==> src/core/rtcp_pkg.sv <==
// Shared constants for the clock chip host port and interrupt logic.
package rtcp_pkg;
  // ----------------------------------------
  // Widths
  // ----------------------------------------
  localparam int ADDR_W = 4;
  localparam int DATA_W = 4;
  localparam int NUM_REGS = 16;
  // ----------------------------------------
  // Register indices inside the device
  // ----------------------------------------
  localparam logic [3:0] IDX_ALARM_MIN_LO = 4'h0;
  localparam logic [3:0] IDX_ALARM_MIN_HI = 4'h1;
  localparam logic [3:0] IDX_ALARM_HR_LO = 4'h2;
  localparam logic [3:0] IDX_ALARM_HR_HI = 4'h3;
  localparam logic [3:0] IDX_CTRL = 4'hE;
  localparam logic [3:0] IDX_FLAGS = 4'hF;
  // ----------------------------------------
  // Bit positions in the control and flag registers
  // ----------------------------------------
  localparam int BIT_ALARM_EN = 0;
  localparam int BIT_PERIODIC_EN = 1;
  localparam int BIT_TIMER_EN = 2;
  localparam int BIT_ALARM_FLAG = 0;
  localparam int BIT_PERIODIC_FLAG = 1;
  localparam int BIT_OSC_HALT = 2;
  // ----------------------------------------
  // Reset values and host timing
  // ----------------------------------------
  localparam logic [3:0] RST_VAL = 4'h0;
  localparam int SETUP_NS = 8;
  localparam int CLK_NS = 4;
  localparam int SETUP_CYC = (SETUP_NS + CLK_NS - 1) / CLK_NS;
  localparam int STROBE_CYC = 2;
  localparam logic [1:0] SETUP_CNT = 2'(SETUP_CYC);
  localparam logic [1:0] STROBE_CNT = 2'(STROBE_CYC);
endpackage

==> src/core/rtcp_if.sv <==
// Parallel bus and open-drain outputs between host and clock device.
`timescale 1ns/1ps
`default_nettype none
interface rtcp_if;
  logic cs_n;
  logic rd_n;
  logic wr_n;
  logic [rtcp_pkg::ADDR_W-1:0] addr;
  logic [rtcp_pkg::DATA_W-1:0] wdata;
  logic [rtcp_pkg::DATA_W-1:0] rdata;
  logic rdata_oe;
  logic int_drive;
  logic timer_drive;
  logic interrupt_out_n;
  logic timer_out_n;
  // ----------------------------------------
  // Open-drain resolution with pull-ups
  // ----------------------------------------
  assign interrupt_out_n = ~int_drive;
  assign timer_out_n = ~timer_drive;
  modport device (input cs_n, input rd_n, input wr_n, input addr, input wdata,
    output rdata, output rdata_oe, output int_drive, output timer_drive);
  modport host (output cs_n, output rd_n, output wr_n, output addr, output wdata,
    input rdata, input rdata_oe, input interrupt_out_n, input timer_out_n);
endinterface
`default_nettype wire

==> src/core/rtcp_device.sv <==
// Device end: register store, strobe decode, interrupt and timer pins.
`timescale 1ns/1ps
`default_nettype none
module rtcp_device (
  input wire logic ref_clk_i,
  input wire logic rst_n_i,
  input wire logic clk_en_i,
  input wire logic backup_n_i,
  input wire logic alarm_tick_i,
  input wire logic periodic_tick_i,
  input wire logic osc_halt_i,
  input wire logic timer_tick_i,
  input wire logic [7:0] time_hr_min_i,
  rtcp_if.device bus
);
  // ----------------------------------------
  // Helpers
  // ----------------------------------------
  // Events are applied last, so a host clear in the same cycle cannot lose one.
  function automatic logic flag_upd(input logic cur, input logic wr_hit, input logic wr_bit,
    input logic evt);
    logic val;
    val = cur;
    if (wr_hit) begin
      val = wr_bit;
    end
    if (evt) begin
      val = 1'b1;
    end
    return val;
  endfunction

  // The flag index is decoded on both the read path and the write path.
  function automatic logic is_flags(input logic [3:0] a);
    return a == rtcp_pkg::IDX_FLAGS;
  endfunction

  // ----------------------------------------
  // State
  // ----------------------------------------
  logic [3:0] regs_reg [rtcp_pkg::NUM_REGS];
  logic [3:0] regs_next [rtcp_pkg::NUM_REGS];
  logic wr_prev_reg;
  logic wr_prev_next;
  logic rd_act_reg;
  logic rd_act_next;
  logic [3:0] rdata_reg;
  logic [3:0] rdata_next;
  logic alarm_flag_reg;
  logic alarm_flag_next;
  logic per_flag_reg;
  logic per_flag_next;
  logic halt_reg;
  logic halt_next;

  // ----------------------------------------
  // Bus decode
  // ----------------------------------------
  logic wr_act;
  logic wr_end;
  logic rd_act;
  logic flags_wr;
  logic [3:0] flags_word;
  logic [3:0] ctrl_word;

  // Select may stay low; the strobes alone then frame each access.
  // The bus is ignored in backup, except that a write strobe still low as backup starts ends there and is stored.
  // Access start gating.
  assign wr_act = ~bus.cs_n & ~bus.wr_n & backup_n_i;
  assign rd_act = ~bus.cs_n & ~bus.rd_n & backup_n_i;
  // Storing on the rising strobe gives address and data the whole pulse to settle.
  // Write ends on strobe rise.
  assign wr_end = wr_prev_reg & ~wr_act;
  assign flags_wr = wr_end & is_flags(bus.addr);
  assign flags_word = {1'b0, halt_reg, per_flag_reg, alarm_flag_reg};
  assign ctrl_word = regs_reg[rtcp_pkg::IDX_CTRL];

  // ----------------------------------------
  // Alarm compare
  // ----------------------------------------
  logic alarm_hit;
  logic [7:0] alarm_cmp;

  // Only the low hour and low minute digits take part; longer periods are left to host software.
  // Low-digit match only; it can repeat within a day.
  assign alarm_cmp = {regs_reg[rtcp_pkg::IDX_ALARM_HR_LO],
    regs_reg[rtcp_pkg::IDX_ALARM_MIN_LO]};
  // The compare is sampled only on the minute tick, so a match raises the flag once.
  assign alarm_hit = alarm_tick_i & (alarm_cmp == time_hr_min_i);

  // ----------------------------------------
  // Strobe tracking
  // ----------------------------------------
  always_comb begin
    wr_prev_next = wr_act;
    rd_act_next = rd_act;
  end

  always_ff @(posedge ref_clk_i) begin
    if (!rst_n_i) begin
      wr_prev_reg <= 1'b0;
      rd_act_reg <= 1'b0;
    end else if (clk_en_i) begin
      wr_prev_reg <= wr_prev_next;
      rd_act_reg <= rd_act_next;
    end
  end

  // ----------------------------------------
  // Register store
  // ----------------------------------------
  always_comb begin
    for (int i = 0; i < rtcp_pkg::NUM_REGS; i++) begin
      regs_next[i] = regs_reg[i];
    end
    // No range or digit check exists; invalid digits are the host's to avoid.
    // Digits stored without checking.
    if (wr_end) begin
      regs_next[bus.addr] = bus.wdata;
    end
  end

  always_ff @(posedge ref_clk_i) begin
    if (!rst_n_i) begin
      for (int i = 0; i < rtcp_pkg::NUM_REGS; i++) begin
        regs_reg[i] <= rtcp_pkg::RST_VAL;
      end
    end else if (clk_en_i) begin
      regs_reg <= regs_next;
    end
  end

  // ----------------------------------------
  // Read data
  // ----------------------------------------
  always_comb begin
    rdata_next = rdata_reg;
    if (rd_act) begin
      rdata_next = regs_reg[bus.addr];
      if (is_flags(bus.addr)) begin
        rdata_next = flags_word;
      end
    end
  end

  always_ff @(posedge ref_clk_i) begin
    if (!rst_n_i) begin
      rdata_reg <= rtcp_pkg::RST_VAL;
    end else if (clk_en_i) begin
      rdata_reg <= rdata_next;
    end
  end

  // ----------------------------------------
  // Flags
  // ----------------------------------------
  always_comb begin
    alarm_flag_next = flag_upd(alarm_flag_reg, flags_wr,
      bus.wdata[rtcp_pkg::BIT_ALARM_FLAG], alarm_hit);
    per_flag_next = flag_upd(per_flag_reg, flags_wr,
      bus.wdata[rtcp_pkg::BIT_PERIODIC_FLAG], periodic_tick_i);
    halt_next = flag_upd(halt_reg, flags_wr,
      bus.wdata[rtcp_pkg::BIT_OSC_HALT], osc_halt_i);
  end

  always_ff @(posedge ref_clk_i) begin
    if (!rst_n_i) begin
      alarm_flag_reg <= 1'b0;
      per_flag_reg <= 1'b0;
      // Halt starts set so the timer pin stays released until the host clears it.
      halt_reg <= 1'b1;
    end else if (clk_en_i) begin
      alarm_flag_reg <= alarm_flag_next;
      per_flag_reg <= per_flag_next;
      halt_reg <= halt_next;
    end
  end

  // ----------------------------------------
  // Pins
  // ----------------------------------------
  assign bus.rdata = rdata_reg;
  // Read data is driven only from the second strobe cycle, once the register holds it.
  assign bus.rdata_oe = rd_act_reg & rd_act;
  // The line is a level, not a pulse, so it stays low until every enabled flag is cleared.
  // OR of both sources, independent of backup.
  // Alarm not gated by backup input.
  // Level held while enabled flag set.
  assign bus.int_drive =
    (alarm_flag_reg & ctrl_word[rtcp_pkg::BIT_ALARM_EN]) |
    (per_flag_reg & ctrl_word[rtcp_pkg::BIT_PERIODIC_EN]);
  // Halt is sticky, so a stopped oscillator keeps the timer pin off until the host clears it.
  // Halt flag turns timer pin off.
  assign bus.timer_drive = ~halt_reg & timer_tick_i &
    ctrl_word[rtcp_pkg::BIT_TIMER_EN];
endmodule
`default_nettype wire

==> src/flat_wrapper.sv <==
// flat-port wrapper written by rule: the top's interface ports become plain ports
module rtcp_device_flat 
  (ref_clk_i, rst_n_i, clk_en_i, backup_n_i, alarm_tick_i, periodic_tick_i, osc_halt_i, timer_tick_i, time_hr_min_i, bus_cs_n, bus_rd_n, bus_wr_n, bus_addr, bus_wdata, bus_rdata, bus_rdata_oe, bus_int_drive, bus_timer_drive);
  rtcp_if bus_i ();
  input wire logic ref_clk_i;
  input wire logic rst_n_i;
  input wire logic clk_en_i;
  input wire logic backup_n_i;
  input wire logic alarm_tick_i;
  input wire logic periodic_tick_i;
  input wire logic osc_halt_i;
  input wire logic timer_tick_i;
  input wire logic [7:0] time_hr_min_i;
  input wire logic [$bits(bus_i.cs_n)-1:0] bus_cs_n;
  input wire logic [$bits(bus_i.rd_n)-1:0] bus_rd_n;
  input wire logic [$bits(bus_i.wr_n)-1:0] bus_wr_n;
  input wire logic [$bits(bus_i.addr)-1:0] bus_addr;
  input wire logic [$bits(bus_i.wdata)-1:0] bus_wdata;
  output wire logic [$bits(bus_i.rdata)-1:0] bus_rdata;
  output wire logic [$bits(bus_i.rdata_oe)-1:0] bus_rdata_oe;
  output wire logic [$bits(bus_i.int_drive)-1:0] bus_int_drive;
  output wire logic [$bits(bus_i.timer_drive)-1:0] bus_timer_drive;
  assign bus_i.cs_n = bus_cs_n;
  assign bus_i.rd_n = bus_rd_n;
  assign bus_i.wr_n = bus_wr_n;
  assign bus_i.addr = bus_addr;
  assign bus_i.wdata = bus_wdata;
  assign bus_rdata = bus_i.rdata;
  assign bus_rdata_oe = bus_i.rdata_oe;
  assign bus_int_drive = bus_i.int_drive;
  assign bus_timer_drive = bus_i.timer_drive;
  rtcp_device u_core (.ref_clk_i(ref_clk_i), .rst_n_i(rst_n_i), .clk_en_i(clk_en_i), .backup_n_i(backup_n_i), .alarm_tick_i(alarm_tick_i), .periodic_tick_i(periodic_tick_i), .osc_halt_i(osc_halt_i), .timer_tick_i(timer_tick_i), .time_hr_min_i(time_hr_min_i), .bus(bus_i));
endmodule
==> config.mk <==
export PLATFORM = sky130hd
export DESIGN_NAME = rtcp_device_flat
export DESIGN_NICKNAME = d
export VERILOG_FILES = /design/src/core/rtcp_pkg.sv /design/src/core/rtcp_if.sv /design/src/core/rtcp_device.sv /design/src/flat_wrapper.sv
export SDC_FILE = /design/constraint.sdc
export NUM_CORES = 1
export LEC_CHECK = 0
export BUFFER_PORTS_ARGS = -buffer_cell sky130_fd_sc_hd__buf_2
export CAP_MARGIN = 20
export CORE_UTILIZATION = 54
export CTS_CLUSTER_DIAMETER = 200
export CTS_CLUSTER_SIZE = 8
export DETAILED_ROUTE_END_ITERATION = 12
export PLACE_DENSITY = 0.75
export SYNTH_ARGS = -nofsm -noshare
export SYNTH_HDL_FRONTEND = slang
export SYNTH_SLANG_ARGS = --single-unit
==> constraint.sdc <==
create_clock -name ref_clk_i -period 3.2 [get_ports ref_clk_i]
set_clock_uncertainty 0.05 [all_clocks]
set_input_delay 0.48 -clock ref_clk_i [delete_from_list [all_inputs] [get_ports ref_clk_i]]
set_output_delay 0.48 -clock ref_clk_i [all_outputs]
set_load 0.1 [all_outputs]
Word level (Yosys, flattened, before mapping). Cells that the tools add are included. W data, S select, Z words.

Register bits after elaboration: 73. Input bits: 27. Output and inout bits: 7. Word-level logic and storage cells: 67.

Magnitude comparators: 2. Equal/unequal tests: 2. Muxes and demuxes: 13. Bitwise logic cells: 19. Reductions and logical operators: 9.

Operators by type and width (number): $bwmux W64 (1); $bmux W4 S4 (1); $demux W4 S4 (1); $mux W4 (4); $and A1 B1 Y1 (12); $reduce_and A2 Y1 (5); $eq A8 B8 Y1 (1); $mux W1 (6); $reduce_bool A2 Y1 (3); $ge A5 B5 Y1 const B (1); $lt A5 B1 Y1 const B (1); $not A1 Y1 (5); $not A4 Y5 (1); $eq A4 B4 Y1 const B (1); $logic_and A1 B1 Y1 (1); $or A1 B1 Y1 (1).

Depth between registers and ports, before layout. Gate-level depths: netlist of the first run.

Depth after elaboration: 8. Mapped depth: 8. Mapped depth without buffers: 4.

Least setup slack after synthesis of the first run. No wires, ideal clock.

Path kind: input -> output. Start point: input port timer_tick_i. End point: output port bus_timer_drive. Data arrival time: 1777 ps. Data required time: 2670 ps. Path slack: 893 ps. Stages on the path: 2. Buffers on the path: 0. Path through: nand2_1 nor2_1.

Cells in the longest elaborated chain, start to end: 2.

RTL lines: start: declaration (line flat_wrapper.sv:12) `input wire logic timer_tick_i;`; $and A1 B1 Y1 (2 in series) (line rtcp_device.sv:194) `assign bus.timer_drive = ~halt_reg & timer_tick_i &`; end: declaration (line flat_wrapper.sv:22) `output wire logic [$bits(bus_i.timer_drive)-1:0] bus_timer_drive;`.

No other way between the ends.

Worst setup path after layout of the first run.
Start point: input port bus_cs_n. End point: output port bus_rdata_oe.

Cells in the longest elaborated chain, start to end: 4.

RTL lines: start: declaration (line flat_wrapper.sv:14) `input wire logic [$bits(bus_i.cs_n)-1:0] bus_cs_n;`; $not A1 Y1 (line rtcp_device.sv:70) `assign rd_act = ~bus.cs_n & ~bus.rd_n & backup_n_i;`; $and A1 B1 Y1 (2 in series) (line rtcp_device.sv:70); $and A1 B1 Y1 (line rtcp_device.sv:184) `assign bus.rdata_oe = rd_act_reg & rd_act;`; end: declaration (line flat_wrapper.sv:20) `output wire logic [$bits(bus_i.rdata_oe)-1:0] bus_rdata_oe;`.

No other way between the ends.

==> run summary, run 1 <==
Status - finished, final reports clean
Clock transition at the registers of the reported paths - 0.07 ns
P per Cell Area - 476 nW/um^2
Die Area - 6640 um^2
Unrepaired setup endpoints after global routing - no
Final Hold Vio Count - 0
CP top delay family - simple AND/OR/NAND/NOR gates
Max Cap Viol - 0
All-Layer GR Usage - 0.268
Worst skew pair latency - 0.35 ns
Grt total ovfl - 0
Design Area, Final - 3770 um^2
# H-tree levels - 3
Mapped cell area - 3410 um^2
Critical path fanouts, max - 5
Least-Margin Pin Slew - 0.808 ns
WP buf/inv - 2
Die X - 81.5 um
Most frequent cell on the critical path - buf_2
Internal power - 1.37 mW
Min Tclk post-route - 2.35 ns
Slowest CP cell - nor3b_1
Combinational share of power - 0.075
CP Cell Sequence - buf_2 -> nor3b_1 -> and2_1 -> buf_2
# rows - 28
Worst setup SP type - primary input
Post-CTS Setup Bufs - 0
Adder-cell area share of the yosys netlist - 0
Initial DRT Pass Iterations - 5
Most used DFF post-synth - dfxtp_1
Final Non-Filler Cells - 453
Post-synthesis mux area share - 0.230
Net switching power - 0.425 mW
EDFF count, synth - 0
Nets - 400
Antenna-violating nets left - 0
Crit path capture type - output pin
Clock power frac - 0.438
Die Y-Extent - 81.5 um
Critical path type - in -> out
Post-synthesis sequential area ratio - 0.411
Max incr delay on CP - 0.58 ns
Met3 Usage GRT - 0.0744
Clk buf depth - 2
Final Cycle Share - 0.734
DRC - 0
FFs w/ async S/R, synth - 0
CTS sink cnt - 70
Avg WL per Cell - 17.9 um
Synth Warn # - 0
Synth cell types - 50
Final setup TNS - 0 ns
IO Pins - 34
Share of post-route cells with drive strength above 1 - 0.193
Pin count of the biggest net entering global routing - 37
Number of fill cells - 518
Cts repair resizes - 0
ANT cells - 0
DR vias - 2733
Layout area overhead - 10.7%
Grt met2 use - 0.398
Inserted Clock Buffers - 9
Cells after synthesis - 352
Max Slew Vio Count - 0
Simple-gate share of the synthesized area - 0.230
Routability cong. - 0.889
Critical path required time - 2.67 ns
CTS tree - built
Leakage dissipation - 1.36 nW
Final setup vio count - 0
Core box area - 5990 um^2
Initial antenna violation count - 0
Switching share of power - 0.237
Critical Path AT - 1.82 ns
M1 GR Usage - 0.347
DR iter-0 viols - 198
Fmax achieved - 426 MHz
Register bit total from synthesis - 70
Peak supply drop - 0.312 mV
Largest family of logic cells by synthesized area - multiplexers
Flop pwr share - 0.488
Syn_nets - 379
Routed wire length - 8.12 mm
IO buf count - 33
Root buf cell - clkbuf_8
Number of global-route vias before repair - 2522
First-pass GRT wire length - 12.8 mm
Vias per inst - 6.03
Hold WC Path Type - in -> reg
Rel. slew slack - 0.461
Synth Area in Compound Gates - 0.0708
Placed inst area - 3560 um^2
Post-Syn Area per Cell - 9.69 um^2
Initial Utilization - 0.569
Synth Area in XOR/XNOR - 0.0206
Max reg flops - 49
GRT Max-Usage Layer - met2
# hold bufs at CTS - 0
Placed Cells - 437
Post-DP HPWL - 5.61 mm
## power by group through the flow
stage               Clock [mW]  Sequential, mW  Combinational (mW)
finish                   0.786           0.876               0.134
global route             0.832           0.876               0.144
CTS                      0.791           0.876               0.134
detailed placement           0           0.896               0.133
global placement             0           0.896               0.131
floorplan                    0           0.901              0.0868
## worst paths after layout
kind,startpoint,endpoint,slack [ns],cells past startpoint
setup / recovery,bus_cs_n,bus_rdata_oe,0.85,4
hold reg to reg,u_core.regs_reg[35],u_core.regs_reg[35],0.41,2
setup reg to reg,u_core.wr_prev_reg,u_core.alarm_cmp[0],1.48,4
hold / removal,osc_halt_i,u_core.halt_reg,0.31,3
## per-layer routing
layer  vias to the layer above  share of wire
li1                       1298              -
met1                      1301           0.45
met2                       108           0.45
met3                        26          0.071
met4                         0          0.035
met5                         -              0
## area by class of cell
cell class | count | area, um^2 | share of cell area
sequential | 70 | 1400 | 0.371
tap | 75 | 93.8 | 0.0249
inverter | 3 | 11.3 | 0.00298
clock inverter | 4 | 70.1 | 0.0186
clock buffer | 12 | 145 | 0.0384
timing repair buffer | 34 | 173 | 0.0457
multi-input combinational | 255 | 1880 | 0.498
## stage by stage
| stage | setup WS, ns | utilization | hold slack, ns | total power [mW] |
|---|---|---|---|---|
| finish | 0.851 | 0.630 | 0.315 | 1.80 |
| global route | 0.777 | 0.630 | 0.308 | 1.85 |
| CTS | 0.898 | 0.630 | 0.313 | 1.80 |
| detailed placement | 0.758 | 0.594 | 0.399 | 1.03 |
| global placement | 0.800 | 0.594 | 0.391 | 1.03 |
| floorplan | 0.893 | - | 0.380 | 0.988 |
## cell usage in the layout, fill, tap and decap left out, types with 4 or more instances in the layout
cell	synthesis	final
nor2b_1	5	5
mux2i_1	56	56
nand2b_1	4	4
nor2_1	24	24
clkbuf_8	0	10
nand4_1	8	8
dfxtp_1	70	70
o21ai_1	12	12
buf_2	9	33
xnor2_1	4	4
xor2_1	4	4
mux4_2	7	7
a21oi_1	6	6
nand3_1	18	18
nand2_1	52	52
## cell usage after synthesis (4+ instances only)
master	number	area, um^2
dfxtp_1	70	1400
mux2i_1	56	561
nand2_1	52	195
nor2_1	24	90.1
nand3_1	18	90.1
clkbuf_1	12	45.0
o21ai_1	12	60.1
buf_2	9	45.0
nand4_1	8	50.1
mux4_2	7	158
a21oi_1	6	30.0
nor2b_1	5	31.3
nand2b_1	4	25.0
xnor2_1	4	35.0
xor2_1	4	35.0
## worst register-to-register path, delay by kind of cell (launching register included)
family        cells  cell delay [ns]
simple gates      3             0.97
flops             1             0.37
mux               1             0.20
## cells by family after synthesis
| family | after synthesis |
|---|---|
| multiplexers | 69 |
| flip-flops | 70 |
| buffers and inverters | 27 |
| XOR/XNOR | 8 |
| AO/OA/AOI/OAI | 36 |
| AND/OR/NAND/NOR | 142 |
(Power assumes the default switching activity.)
==> run 2, diff against run 1 <==
- CORE_UTILIZATION: 54 -> 53
- PLACE_DENSITY: 0.75 -> 0.77
- clock period: 3.2 -> 2 ns (I/O delays scaled with it)
==> run 2 against run 1 <==
  * Worst hold slack got worse by 0.18 ns
  * Clock-buffer cell count increased by 2
  * Sequential power increased by 60%
  * Via count increased by 0.26%
  * Worst setup slack got worse by 0.57 ns
  * Global-route usage increased by 0.19 points
  * Critical path type is now reg -> out
  * Utilization increased by 0.056 points
  * Critical endpoint is now bus_int_drive
  * Total power increased by 48%
  * Clock power increased by 28%
==> run summary, run 2 (synthesized netlist as in run 1, its figures left out) <==
Clock transition at the registers of the reported paths - 0.07 ns
Final Cycle Share - 0.857
# hold bufs at CTS - 0
Final setup vio count - 0
Hold slack - 0.134 ns
Crit path capture type - output pin
CTS sink cnt - 70
Cts repair resizes - 0
Pin count of the biggest net entering global routing - 45
Commonest non-fill, non-tap cell in the layout - dfxtp_1
Critical path required time - 1.65 ns
Max Cap Viol - 0
CTS tree - built
Routed wire length - 8.19 mm
Peak supply drop - 0.374 mV
Die Y-Extent - 82.2 um
Hold WC Path Type - in -> reg
CP top delay family - buffers and inverters
Post-DP HPWL - 5.89 mm
Vias per inst - 5.94
Max reg flops - 49
Initial Utilization - 0.563
Placed inst area - 3650 um^2
DRC - 0
Post-CTS Setup Bufs - 0
IO Pins - 34
Worst skew pair latency - 0.36 ns
ANT cells - 0
DR vias - 2740
Least-Margin Pin Slew - 0.603 ns
Avg WL per Cell - 17.8 um
Rel. slew slack - 0.598
Final Hold Vio Count - 0
First-pass GRT wire length - 13.1 mm
Initial DRT Pass Iterations - 4
Power consumption - 2.65 mW
# H-tree levels - 3
CP Cell Sequence - a22o_1 -> buf_2
Unrepaired setup endpoints after global routing - no
Worst setup SP type - flop
Max Slew Vio Count - 0
Grt total ovfl - 0
Most frequent cells in the layout - dfxtp_1, mux2i_1, nand2_1
Inserted Clock Buffers - 9
Number of global-route vias before repair - 2614
Nets - 409
Critical path type - reg -> out
DR iter-0 viols - 177
Antenna-violating nets left - 0
Final setup TNS - 0 ns
All-Layer GR Usage - 0.270
Layout area overhead - 12.1%
Critical Path AT - 1.36 ns
Root buf cell - clkbuf_8
Fmax achieved - 583 MHz
Status - finished, final reports clean
Max incr delay on CP - 0.42 ns
Clk buf depth - 2
Share of post-route cells with drive strength above 1 - 0.207
Leakage dissipation - 1.39 nW
Slowest CP cell - buf_2
Critical path fanouts, max - 3
Die X - 82.2 um
Design Area, Final - 3820 um^2
P per Cell Area - 693 nW/um^2
# rows - 28
Initial antenna violation count - 0
IO buf count - 33
Die Area - 6760 um^2
Min Tclk post-route - 1.71 ns
Routability cong. - 0.888
WP buf/inv - 1
Core box area - 6060 um^2
[run 2: changes by cell type in the layout (fill, tap and decap cells not counted)]
cell	previous run	this run
clkbuf_1	2	3
bufinv_16	2	0
buf_12	0	2
clkinv_2	2	1
buf_2	33	32
clkbuf_8	10	11
buf_4	1	9
[run 2: cell type report]
type	count	area [um^2]
well taps	75	93.8
inverters	3	11.3
clock buffers	14	163
flip-flops and latches	70	1400
fillers	508	2240
clock inverters	1	5.00
repair buffers	43	268
multi-input cells	255	1880
[run 2: where the power goes]
group	internal (mW)	switching (mW)
registers	1.40	0.00381
logic	0.0778	0.156
clock network	0.511	0.504
total	1.99	0.663
[run 2: worst paths after layout]
kind	startpoint	to	slack (ns)	depth (start not counted)
max	u_core.alarm_flag_reg	bus_int_drive	0.29	2
min	osc_halt_i	u_core.halt_reg	0.13	3
max reg2reg	u_core.wr_prev_reg	u_core.alarm_cmp[0]	0.29	4
min reg2reg	u_core.regs_reg[28]	u_core.regs_reg[28]	0.41	2
[run 2: metrics by stage]
step           utilization  cells  setup slack (ns)
6_report             0.631    461             0.286
4_1_cts              0.631    461             0.289
3_3_place_gp         0.603    446             0.219
3_5_place_dp         0.603    446             0.202
5_1_grt              0.631    461             0.206
2_1_floorplan            -    352            0.0271
[run 2: worst register-to-register path, cell delays in order, from the launching register on]
cell     delay [ns]
dfxtp_1        0.38
nand2_1        0.24
or4_1          0.67
mux2i_1        0.21
nor2_1         0.05
[run 2: per-layer routing]
metal,vias to the layer above,share of wire,GRT usage
met5,-,0,0
li1,1314,-,-
met1,1314,0.44,0.341
met2,93,0.46,0.409
met4,0,0.030,0.130
met3,19,0.074,0.0956
